File: src/bdg_pkg.sv
// package: constants for the burst page-mode dram glue
package bdg_pkg;
  // clock and timing figures
  localparam int CLK_PERIOD_NS = 50;
  localparam int ROW_HOLD_NS = 15;
  localparam int ROW_SETUP_NS = 0;
  localparam int ROW_HOLD_CYC_I = (ROW_HOLD_NS + CLK_PERIOD_NS - 1) / CLK_PERIOD_NS;
  localparam logic [2:0] ROW_HOLD_CYC = (ROW_HOLD_CYC_I < 1) ? 3'h1 : ROW_HOLD_CYC_I[2:0];
  localparam logic [2:0] RAS_LOW_CYC = 3'h4;
  localparam logic [2:0] PRECHARGE_CYC = 3'h3;
  // wait states per access kind
  localparam logic [2:0] WAIT_SINGLE = 3'h4;
  localparam logic [2:0] WAIT_BURST_OPT1 = 3'h2;
  localparam logic [2:0] WAIT_BURST_OPT2 = 3'h1;
  localparam logic [2:0] WAIT_AFTER_IDLE = 3'h1;
  // refresh prescaler
  localparam logic [2:0] REF_DIV_CODE = 3'h0;
  localparam logic [3:0] REF_DIV_TEN = 4'hA;
  localparam logic [3:0] REF_DIV_OTHER = 4'hA;
  // mode programming word: bit positions
  localparam int R0_POS = 0;
  localparam int R1_POS = 1;
  localparam int R2_POS = 2;
  localparam int R3_POS = 3;
  localparam int R4_POS = 4;
  localparam int R5_POS = 5;
  localparam int R7_POS = 7;
  localparam int R8_POS = 8;
  localparam int C0_POS = 10;
  localparam int C4_POS = 14;
  localparam int C7_POS = 17;
  localparam int C8_POS = 18;
  localparam int C9_POS = 19;
  localparam int B0_POS = 20;
  localparam int B1_POS = 21;
  localparam int MODE_W = 22;
  // mode field values
  localparam logic [1:0] ROW_TIMING_VAL = 2'h3;
  localparam logic [1:0] ACK_TIMING_VAL = 2'h1;
  localparam logic [1:0] BURST_WAIT_VAL = 2'h0;
  localparam logic ACK_OUT_VAL = 1'h1;
  localparam logic PIPE_DIS_VAL = 1'h1;
  localparam logic [2:0] STROBE_GROUP_VAL = 3'h4;
  localparam logic ROW_SETUP_VAL = 1'h1;
  localparam logic ROW_HOLD_VAL = 1'h1;
  localparam logic WRITE_CAS_VAL = 1'h1;
  localparam logic ADDR_MODE_VAL = 1'h0;
  localparam logic BANK_SEL_VAL = 1'h1;
  localparam logic [MODE_W-1:0] MODE_RESET = 22'h0;
  typedef enum logic [1:0] {ST_IDLE, ST_WAIT, ST_OPEN, ST_PRECH} bdg_state_t;
endpackage

File: src/bdg_buf_if.sv
// interface: valid/ready word path through the two-entry buffer
`timescale 1ns/100ps
`default_nettype none
interface bdg_buf_if;
  logic inValid;
  logic inReady;
  logic [31:0] inData;
  logic outValid;
  logic outReady;
  logic [31:0] outData;
  modport store (input inValid, inData, outReady, output inReady, outValid, outData);
  modport user (output inValid, inData, outReady, input inReady, outValid, outData);
endinterface
`default_nettype wire

File: src/bdg_buffer.sv
// module: two-entry word buffer with valid/ready on both sides
`timescale 1ns/100ps
`default_nettype none
module bdg_buffer
  import bdg_pkg::*;
(
  input wire logic clk, // system clock
  input wire logic rstn, // sync reset, active low
  bdg_buf_if.store bus // fill and drain sides
);
  logic [31:0] mem_ff [2];
  logic wrPtr_ff;
  logic rdPtr_ff;
  logic [1:0] count_ff;
  logic doWrite;
  logic doRead;

  // honest full and empty from the entry count
  assign bus.inReady = (count_ff != 2'h2);
  assign bus.outValid = (count_ff != 2'h0);
  assign bus.outData = mem_ff[rdPtr_ff];
  assign doWrite = bus.inValid && bus.inReady;
  assign doRead = bus.outValid && bus.outReady;

  // storage, no reset needed on data
  always_ff @(posedge clk) begin
    if (doWrite) begin
      mem_ff[wrPtr_ff] <= bus.inData;
    end
  end

  // pointers and count
  always_ff @(posedge clk) begin
    if (!rstn) begin
      wrPtr_ff <= 1'b0;
      rdPtr_ff <= 1'b0;
      count_ff <= 2'h0;
    end else begin
      wrPtr_ff <= wrPtr_ff ^ doWrite;
      rdPtr_ff <= rdPtr_ff ^ doRead;
      count_ff <= count_ff + {1'b0, doWrite} - {1'b0, doRead};
    end
  end
endmodule
`default_nettype wire

File: src/bdg_glue.sv
// module: processor-to-dram-controller burst page-mode glue
// How it works
// RULE1: option one: four single, two burst waits
// RULE2: option two: four single, one burst wait
// RULE3: after idle mid-burst, next access one wait
// RULE4: row held after access until new request
// RULE5: burst request fetches next word, page mode
// RULE6: burst ack low unless refresh or new
// RULE7: arbitrate access against refresh, stall with waits
// RULE8: row low four, precharge three clocks
// RULE9: configure three precharge clocks at 20 MHz
// RULE10: ack after access row strobe, driven out
// RULE11: controller adds no burst wait states
// RULE12: address pipelining disabled for bursts
// RULE13: refresh prescaler code zero divides ten
// RULE14: strobe groups chosen by bank select
// RULE15: row address setup 0, hold 15 ns
// RULE16: write column strobe delayed one clock
// RULE17: address input mode suits column increment
// RULE18: ready term registered, ends each access
// RULE19: end access only after ready or idle
// RULE20: refresh and ack pass flip-flops first
// RULE21: reset abandons access, outputs inactive; instrBurstAckN stays low in reset unless a new request is decoded
// RULE22: column increment once per burst word
`timescale 1ns/100ps
`default_nettype none
module bdg_glue
  import bdg_pkg::*;
(
  input wire logic clk, // 20 MHz system clock
  input wire logic rstn, // sync reset, active low
  input wire logic burstOption, // 0: two burst waits, 1: one
  input wire logic chipSelectN, // memory select, active low
  input wire logic instrRequestN, // processor access request
  input wire logic instrBurstRequestN, // processor burst request
  input wire logic accessIsWrite, // current access writes
  input wire logic refreshRequestN, // controller refresh request
  input wire logic dataTransferAckN, // controller data ack
  input wire logic delayClockIn, // delay clock pin
  input wire logic [31:0] dramData, // read data from dram
  output logic accessRequestN, // row access request
  output logic addrStrobeN, // controller address strobe
  output logic instrReadyN, // ready to processor
  output logic instrBurstAckN, // burst ack to processor
  output logic columnIncrement, // controller column increment
  output logic earlyCasN, // column strobe toggle
  output logic columnAddrSelect, // row/column address switch
  output logic refreshTick, // refresh timebase pulse
  output logic [MODE_W-1:0] modeProgram, // controller programming
  output logic procDataValid, // word to processor valid
  input wire logic procDataReady, // processor takes word
  output logic [31:0] procData // word to processor
);
  bdg_state_t state_ff, nxt_state;
  logic [2:0] waitCnt_ff, nxt_waitCnt;
  logic [2:0] rasCnt_ff;
  logic [2:0] prechCnt_ff, nxt_prechCnt;
  logic refMeta_ff, refSync_ff, ackMeta_ff, ackSync_ff;
  logic dlyMeta_ff, dlySync_ff, dlyLast_ff;
  logic accessN_ff, nxt_accessN;
  logic readyN_ff, column_increment_ff, ecasN_ff, colSel_ff, tick_ff;
  logic ackSeen_ff, burstWord_ff, nxt_burstWord, idleGap_ff, nxt_idleGap;
  logic casDelay_ff;
  logic [3:0] divCnt_ff;
  logic [MODE_W-1:0] modeWord, mode_ff;
  logic newReq, burstReq, refPend, rasMet, readyTerm, rowRelease, burstStart, singleStart;
  logic [2:0] burstWaits;
  logic [3:0] divisor;
  logic dlyEdge, divWrap;
  bdg_buf_if bufBus ();

  bdg_buffer u_buffer (
    .clk(clk),
    .rstn(rstn),
    .bus(bufBus.store)
  );

  // two flip-flops before any state logic reads controller outputs
  always_ff @(posedge clk) begin
    if (!rstn) begin
      refMeta_ff <= 1'b1;
      refSync_ff <= 1'b1;
      ackMeta_ff <= 1'b1;
      ackSync_ff <= 1'b1;
      dlyMeta_ff <= 1'b0;
      dlySync_ff <= 1'b0;
      dlyLast_ff <= 1'b0;
    end else begin
      refMeta_ff <= refreshRequestN; // RULE20
      refSync_ff <= refMeta_ff; // RULE20
      ackMeta_ff <= dataTransferAckN; // RULE20
      ackSync_ff <= ackMeta_ff; // RULE20
      dlyMeta_ff <= delayClockIn;
      dlySync_ff <= dlyMeta_ff;
      dlyLast_ff <= dlySync_ff;
    end
  end

  // request decode and arbitration terms
  assign newReq = !instrRequestN && !chipSelectN;
  assign burstReq = !instrBurstRequestN;
  assign refPend = !refSync_ff; // RULE7
  assign rasMet = (rasCnt_ff >= RAS_LOW_CYC - 3'h1); // RULE8
  // a full buffer withholds ready, so a stalled reader loses no word
  assign readyTerm = (state_ff == ST_WAIT) && (waitCnt_ff == 3'h0) && ackSeen_ff
                     && bufBus.inReady; // RULE7
  assign rowRelease = (state_ff == ST_OPEN) && (newReq || refPend) && rasMet; // RULE19
  assign burstStart = (state_ff == ST_OPEN) && !rowRelease && burstReq && !newReq
                      && !refPend; // RULE5
  assign singleStart = (state_ff == ST_IDLE) && newReq && !refPend; // RULE7
  assign burstWaits = burstOption ? WAIT_BURST_OPT2 : WAIT_BURST_OPT1; // RULE2

  // next state of the access sequencer
  always_comb begin
    nxt_state = state_ff;
    nxt_waitCnt = waitCnt_ff;
    nxt_prechCnt = prechCnt_ff;
    nxt_accessN = accessN_ff;
    nxt_burstWord = burstWord_ff;
    nxt_idleGap = idleGap_ff;
    unique case (state_ff)
      ST_IDLE: begin
        if (singleStart) begin
          nxt_state = ST_WAIT;
          nxt_waitCnt = WAIT_SINGLE; // RULE1
          nxt_accessN = 1'b0;
          nxt_burstWord = 1'b0;
          nxt_idleGap = 1'b0;
        end
      end
      ST_WAIT: begin
        if (readyTerm) begin
          nxt_state = ST_OPEN;
        end else if (waitCnt_ff != 3'h0) begin
          nxt_waitCnt = waitCnt_ff - 3'h1; // RULE7
        end
      end
      ST_OPEN: begin
        if (rowRelease) begin
          nxt_state = ST_PRECH;
          nxt_prechCnt = PRECHARGE_CYC - 3'h1; // RULE8
          nxt_accessN = 1'b1; // RULE4
        end else if (burstStart) begin
          nxt_state = ST_WAIT;
          nxt_waitCnt = idleGap_ff ? WAIT_AFTER_IDLE : burstWaits; // RULE3
          nxt_burstWord = 1'b1;
          nxt_idleGap = 1'b0;
        end else begin
          nxt_idleGap = 1'b1; // RULE3
        end
      end
      ST_PRECH: begin
        if (prechCnt_ff == 3'h0) begin
          nxt_state = ST_IDLE;
        end else begin
          nxt_prechCnt = prechCnt_ff - 3'h1; // RULE8
        end
      end
    endcase
  end

  // sequencer registers; reset abandons any access
  always_ff @(posedge clk) begin
    if (!rstn) begin
      state_ff <= ST_IDLE; // RULE21
      waitCnt_ff <= 3'h0;
      prechCnt_ff <= 3'h0;
      accessN_ff <= 1'b1; // RULE21
      burstWord_ff <= 1'b0;
      idleGap_ff <= 1'b0;
    end else begin
      state_ff <= nxt_state;
      waitCnt_ff <= nxt_waitCnt;
      prechCnt_ff <= nxt_prechCnt;
      accessN_ff <= nxt_accessN;
      burstWord_ff <= nxt_burstWord;
      idleGap_ff <= nxt_idleGap;
    end
  end

  // row low time, ack seen once per row, address switch after hold
  always_ff @(posedge clk) begin
    if (!rstn || accessN_ff) begin
      rasCnt_ff <= 3'h0;
      ackSeen_ff <= 1'b0;
      colSel_ff <= 1'b0;
    end else begin
      rasCnt_ff <= (rasCnt_ff == 3'h7) ? rasCnt_ff : rasCnt_ff + 3'h1;
      ackSeen_ff <= ackSeen_ff || !ackSync_ff; // RULE10
      colSel_ff <= (rasCnt_ff >= ROW_HOLD_CYC - 3'h1); // RULE15
    end
  end

  // ready, column increment and early column strobe
  always_ff @(posedge clk) begin
    if (!rstn) begin
      readyN_ff <= 1'b1; // RULE21
      column_increment_ff <= 1'b0;
      ecasN_ff <= 1'b1; // RULE21
      casDelay_ff <= 1'b0;
    end else begin
      readyN_ff <= !readyTerm; // RULE18
      column_increment_ff <= readyTerm && burstReq; // RULE22
      casDelay_ff <= burstStart && accessIsWrite && mode_ff[C9_POS]; // RULE16
      ecasN_ff <= !((state_ff == ST_WAIT) && burstWord_ff && !casDelay_ff
                    && !readyTerm); // RULE5
    end
  end

  // refresh timebase: delay clock edges divided by the prescaler code
  assign divisor = (mode_ff[C0_POS +: 3] == REF_DIV_CODE) ? REF_DIV_TEN : REF_DIV_OTHER;
  assign dlyEdge = dlySync_ff && !dlyLast_ff;
  assign divWrap = dlyEdge && (divCnt_ff == divisor - 4'h1); // RULE13
  always_ff @(posedge clk) begin
    if (!rstn) begin
      divCnt_ff <= 4'h0;
      tick_ff <= 1'b0;
    end else begin
      divCnt_ff <= divWrap ? 4'h0 : divCnt_ff + {3'h0, dlyEdge}; // RULE13
      tick_ff <= divWrap;
    end
  end

  // controller programming word, loaded after reset
  always_comb begin
    modeWord = MODE_RESET;
    modeWord[R0_POS +: 2] = ROW_TIMING_VAL; // RULE8
    modeWord[R2_POS +: 2] = ACK_TIMING_VAL; // RULE10
    modeWord[R7_POS] = ACK_OUT_VAL; // RULE10
    modeWord[R4_POS +: 2] = BURST_WAIT_VAL; // RULE11
    modeWord[R8_POS] = PIPE_DIS_VAL; // RULE12
    modeWord[C0_POS +: 3] = REF_DIV_CODE; // RULE13
    modeWord[C4_POS +: 3] = STROBE_GROUP_VAL; // RULE14
    modeWord[C7_POS] = ROW_SETUP_VAL; // RULE15
    modeWord[C8_POS] = ROW_HOLD_VAL; // RULE15
    modeWord[C9_POS] = WRITE_CAS_VAL; // RULE16
    modeWord[B0_POS] = ADDR_MODE_VAL; // RULE17
    modeWord[B1_POS] = BANK_SEL_VAL; // RULE14
  end
  always_ff @(posedge clk) begin
    if (!rstn) begin
      mode_ff <= MODE_RESET;
    end else begin
      mode_ff <= modeWord;
    end
  end

  // data path through the buffer, captured with the ready term
  assign bufBus.inValid = readyTerm;
  assign bufBus.inData = dramData;
  assign bufBus.outReady = procDataReady;
  assign procDataValid = bufBus.outValid;
  assign procData = bufBus.outData;

  // outputs
  assign accessRequestN = accessN_ff; // RULE4
  assign addrStrobeN = accessN_ff;
  assign instrReadyN = readyN_ff; // RULE18
  assign columnIncrement = column_increment_ff;
  assign earlyCasN = ecasN_ff;
  assign columnAddrSelect = colSel_ff;
  assign refreshTick = tick_ff;
  assign modeProgram = mode_ff;
  // burst ack is a handshake term, so it stays combinational
  assign instrBurstAckN = refPend || newReq; // RULE6

  // checks
  property p_single_wait;
    @(posedge clk) disable iff (!rstn) singleStart |=> (waitCnt_ff == 3'h4);
  endproperty
  a_single_wait: assert property (p_single_wait) else $error("single wait load wrong"); // RULE1
  property p_burst_opt1;
    @(posedge clk) disable iff (!rstn)
      (burstStart && !burstOption && !idleGap_ff) |=> (waitCnt_ff == 3'h2);
  endproperty
  a_burst_opt1: assert property (p_burst_opt1) else $error("burst wait opt1 wrong"); // RULE1
  property p_burst_opt2;
    @(posedge clk) disable iff (!rstn)
      (burstStart && burstOption) |=> (waitCnt_ff == 3'h1);
  endproperty
  a_burst_opt2: assert property (p_burst_opt2) else $error("burst wait opt2 wrong"); // RULE2
  property p_idle_gap;
    @(posedge clk) disable iff (!rstn) (burstStart && idleGap_ff) |=> (waitCnt_ff == 3'h1);
  endproperty
  a_idle_gap: assert property (p_idle_gap) else $error("post-idle wait wrong"); // RULE3
  property p_row_held;
    @(posedge clk) disable iff (!rstn)
      (state_ff == ST_OPEN && !newReq && !refPend) |=> !accessRequestN;
  endproperty
  a_row_held: assert property (p_row_held) else $error("row released early"); // RULE4
  property p_burst_ack;
    @(posedge clk) disable iff (!rstn)
      ($past(refreshRequestN, 2) && (instrRequestN || chipSelectN)) |-> !instrBurstAckN;
  endproperty
  a_burst_ack: assert property (p_burst_ack) else $error("burst ack high"); // RULE6
  property p_precharge;
    @(posedge clk) disable iff (!rstn) $rose(accessRequestN) |-> accessRequestN [*3];
  endproperty
  a_precharge: assert property (p_precharge) else $error("precharge too short"); // RULE8
  property p_ready;
    @(posedge clk) disable iff (!rstn)
      readyTerm |=> !instrReadyN ##1 (instrReadyN || state_ff == ST_WAIT);
  endproperty
  a_ready: assert property (p_ready) else $error("ready not registered"); // RULE18
  property p_column_increment;
    @(posedge clk) disable iff (!rstn)
      (readyTerm && burstReq) |=> (columnIncrement && !instrReadyN);
  endproperty
  a_column_increment: assert property (p_column_increment) else $error("column increment misaligned"); // RULE22
  property p_reset;
    @(posedge clk) !rstn |=> (accessRequestN && instrReadyN && earlyCasN);
  endproperty
  a_reset: assert property (p_reset) else $error("reset left outputs active"); // RULE21
endmodule
`default_nettype wire

File: config.mk
export PLATFORM = sky130hd
export DESIGN_NAME = bdg_glue
export DESIGN_NICKNAME = d
export VERILOG_FILES = /design/src/bdg_pkg.sv /design/src/bdg_buf_if.sv /design/src/bdg_buffer.sv /design/src/bdg_glue.sv
export SDC_FILE = /design/constraint.sdc
export NUM_CORES = 1
export LEC_CHECK = 0
export ABC_CLOCK_PERIOD_IN_PS = 5750
export BUFFER_PORTS_ARGS = -buffer_cell sky130_fd_sc_hd__clkbuf_2
export CAP_MARGIN = 10
export CORE_ASPECT_RATIO = 0.6
export CORE_MARGIN = 1
export CORE_UTILIZATION = 45
export CTS_CLUSTER_DIAMETER = 120
export DETAILED_ROUTE_END_ITERATION = 8
export PLACE_DENSITY = 0.69
export SETUP_SLACK_MARGIN = 0.15
export SLEW_MARGIN = 10
export SYNTH_ARGS = -nofsm -noshare
export SYNTH_HDL_FRONTEND = slang
export SYNTH_SLANG_ARGS = --single-unit
File: constraint.sdc
create_clock -name clk -period 5.75 [get_ports clk]
set_input_delay 0.2875 -clock clk [delete_from_list [all_inputs] [get_ports clk]]
set_output_delay 0.2875 -clock clk [all_outputs]
set_load 0.05 [all_outputs]
==> reports/qor.csv <==
stage;metric;value;unit
detailed_routing;DRT Pass-1 Iters;4;
power_and_ir_drop;Pleak;0.00203;uW
synth;post-synthesis sequential area ratio;63.5;%
synth;Ys Warns;0;
setup_path;critical path class;reg2reg;
power_and_ir_drop;maximum vdd drop;0.224;mV
setup_path;Reg2Reg Capture Point;u_buffer.mem_ff[1][17]$_DFFE_PP_;
setup_path;cell family with most CP delay;simple AND/OR/NAND/NOR gates;
grt;aggregate global-route resource usage;16.0;%
power_and_ir_drop;Overall Power;2080;uW
detailed_routing;Remaining DRCs;0;
final_layout;layout cells sized above 1;37.2;%
clock_tree;post-CTS setup buffers;0;
sta;Fmax achieved;0.415;GHz
setup_path;Critical Path, Cell by Cell;inv_1 > ha_1 > and2b_2 > nor3b_1 > ha_1 > buf_4;
final_layout;commonest non-fill, non-tap cell in the layout;clkbuf_2;
setup_path;critical path required time;5.74;ns
detailed_routing;Via density;4.80;
detailed_routing;Final Routed Wirelength;7300;microns
floorplan;die area;0.00979;sq mm
place;dpl ws;3.38;ns
clock_tree;Clock Pin Slew Worst Setup and Hold Paths;0.06;ns
grt;first-pass GRT wire length;11800;microns
status;run status;finished, final reports clean;
clock_tree;CTS tree;built;
place;Placed Area;0.00471;sq mm
run;Max Cap Viol;0;
setup_path;max incr delay on CP;0.46;ns
floorplan;total core area;0.00882;sq mm
place;Final GP Congestion;0.824;
sta;count of final max-slew check failures;0;
floorplan;num rows;26;
sta;final-report setup violation count;0;
sta;RSZ-0062 raised after global routing;false;
clock_tree;cts-stage hold buffer count;0;
detailed_routing;Final ANT Viol Nets;0;
sta;final setup TNS;0;ns
floorplan;I/O Pins;106;
detailed_routing;Vias;2530;
sta;Slew headroom;60.2;%
synth;Primary FF master, synth;edfxtp_1;
worst_hold_path;Hold Path Class;in2reg;
synth;flops & latches, synth;102;
worst_hold_path;Hold Startpoint;dataTransferAckN;
sta;fin worst setup slack;3.34;ns
synth;EDFF count, synth;64;
power_and_ir_drop;PwrDens;413;mW/mm^2
place;placed cells;511;
clock_tree;total CTS buffers;9;
setup_path;Max FO, Critical Path;32;
setup_path;Crit. End Element;flip-flop;
final_layout;antenna fix cells;0;
worst_hold_path;hold depth;2;
setup_path;worst reg2reg setup slack;3.34;ns
grt;pin count of the biggest net entering global routing;33;
setup_path;Slowest cell on crit path;nor3b_1;
sta;crit share post-route;41.9;%
final_layout;Final nets;457;
synth;ys async rst share;0;%
floorplan;Die Y;77.0;microns
setup_path;most used cell, CP;ha_1;
synth;Yosys cell types;49;
setup_path;WP buf/inv;2;
place;hpwl dp;5110;microns
grt;antenna violations before repair;0;
clock_tree;Clock Sink Count;102;
sta;final hold violation count;0;
grt;Overflow after GRT;0;
clock_tree;CTS max path bufs;2;
final_layout;fin cells;527;
synth;Post-Synthesis Cell Area;0.00422;sq mm
floorplan;die width;127;microns
setup_path;critical path launch point type;flip-flop;
clock_tree;clock latency on the worst-skew pair;0.34;ns
final_layout;design area;0.00502;sq mm
clock_tree;Root Driver;clkbuf_16;
sta;skew final;0.00660;ns
synth;Mapped Cells;307;
setup_path;RR Startpoint;state_ff[1]$_SDFFE_PN0P_;
grt;vias in the first global route;2359;
setup_path;Arrival @ worst endpoint;2.40;ns
worst_hold_path;hold endpoint;ackMeta_ff$_SDFF_PN1_;
synth;Avg Cell Area, Syn;13.8;sq um
clock_tree;H-tree Lvls;3;
final_layout;Area Overhead vs Synth;19.0;%
place;Buffers on Ports;93;
sta;minimum clock period;2.41;ns
clock_tree;post_cts resized;0;
final_layout;commonest non-fill, non-tap cells in the layout;93 x clkbuf_2, 64 x edfxtp_1, 38 x dfxtp_1;
detailed_routing;Wirelength per Cell;13.9;microns
setup_path;Reg2Reg Depth;6;
sta;Worst-Margin Slew;0.592;ns
detailed_routing;DR iter-0 viols;140;
floorplan;Starting Density;47.9;%
## cell usage after synthesis, types with 3 or more instances
library cell	n	share of area, %
nor3_1	4	0.47
nand2_1	8	0.71
nand2b_1	7	1.0
nand4_1	4	0.59
ha_1	18	5.3
edfxtp_1	64	46
nor2_1	21	1.9
and2_1	5	0.74
buf_1	3	0.27
inv_1	15	1.3
mux2_2	33	8.8
xnor2_1	3	0.62
mux2i_1	3	0.71
o21a_1	3	0.53
buf_4	22	3.9
xor2_1	3	0.62
dfxtp_1	38	18
a21oi_1	11	1.3
and3_1	3	0.44
and4_1	3	0.62
## layer usage
metal  up-vias  global-route usage (%)  wire [microns]
li1       1258                       -               -
met3         8                    5.58             378
met1      1190                    22.2            3660
met5         -                       0               0
met2        74                    22.9            3170
met4         0                    6.07              92
## metrics by stage
stage          hold slack [ns]  utilization, %
6_report                 0.125            57.0
5_1_grt                  0.117            57.0
4_1_cts                  0.113            57.0
3_5_place_dp             0.395            53.4
3_3_place_gp             0.391            53.4
2_1_floorplan            0.315               -
## sequential cells by signal, summed over array words and instances (netlist names), 2 cells and up, named ones only
signal,count
rasCnt_ff,3
divCnt_ff,4
prechCnt_ff,3
state_ff,2
u_buffer.count_ff,2
waitCnt_ff,3
u_buffer.mem_ff,64
## final cells by class
| type | instances | area, sq um |
|---|---|---|
| fill | 755 | 3790 |
| sequential | 102 | 2680 |
| multi-input combinational | 171 | 1320 |
| timing repair buffer | 96 | 488 |
| clock buffer | 11 | 233 |
| tap | 126 | 158 |
| clock inverter | 5 | 81.3 |
| inverter | 16 | 60.1 |
## worst reg2reg max path, stage by stage, from the launching register on
cell and delay, ns:
dfxtp_1 0.36, inv_1 0.12, ha_1 0.26, and2b_2 0.22
nor3b_1 0.46, ha_1 0.24, buf_4 0.39
## worst max path at each step
stage | startpoint | endpoint | slack (ns) | depth (start not counted)
2_1_floorplan | state_ff[1]$_SDFFE_PN0P_ | u_buffer.mem_ff[0][0]$_DFFE_PP_ | 3.22 | 5
3_3_place_gp | state_ff[1]$_SDFFE_PN0P_ | u_buffer.mem_ff[0][24]$_DFFE_PP_ | 3.43 | 6
3_5_place_dp | state_ff[1]$_SDFFE_PN0P_ | u_buffer.mem_ff[0][11]$_DFFE_PP_ | 3.38 | 6
4_1_cts | state_ff[1]$_SDFFE_PN0P_ | u_buffer.mem_ff[0][29]$_DFFE_PP_ | 3.36 | 6
5_1_grt | state_ff[1]$_SDFFE_PN0P_ | u_buffer.mem_ff[0][20]$_DFFE_PP_ | 3.12 | 6
6_report | state_ff[1]$_SDFFE_PN0P_ | u_buffer.mem_ff[1][17]$_DFFE_PP_ | 3.34 | 6
## cells by family (layout without fill, tap and decap cells)
kind of cell	after synthesis	in the layout	synth area share, %
flops	102	102	63.5
simple gates	66	66	8.33
buf+inv	45	128	6.16
mux	36	36	9.51
compound gates	33	33	5.78
fa+ha+maj	18	18	5.34
xor+xnor	6	6	1.25
other cells	1	12	0.0888
## where the power goes
group / internal (uW) / leakage, uW / total, uW / switching (uW)
Combinational: 198 / 0.000992 / 604 / 406
Clock: 382 / 0.000150 / 635 / 253
Sequential: 813 / 0.000885 / 838 / 24.5
Total: 1390 / 0.00203 / 2080 / 683
Note: power is estimated with default switching activity, not from simulation.
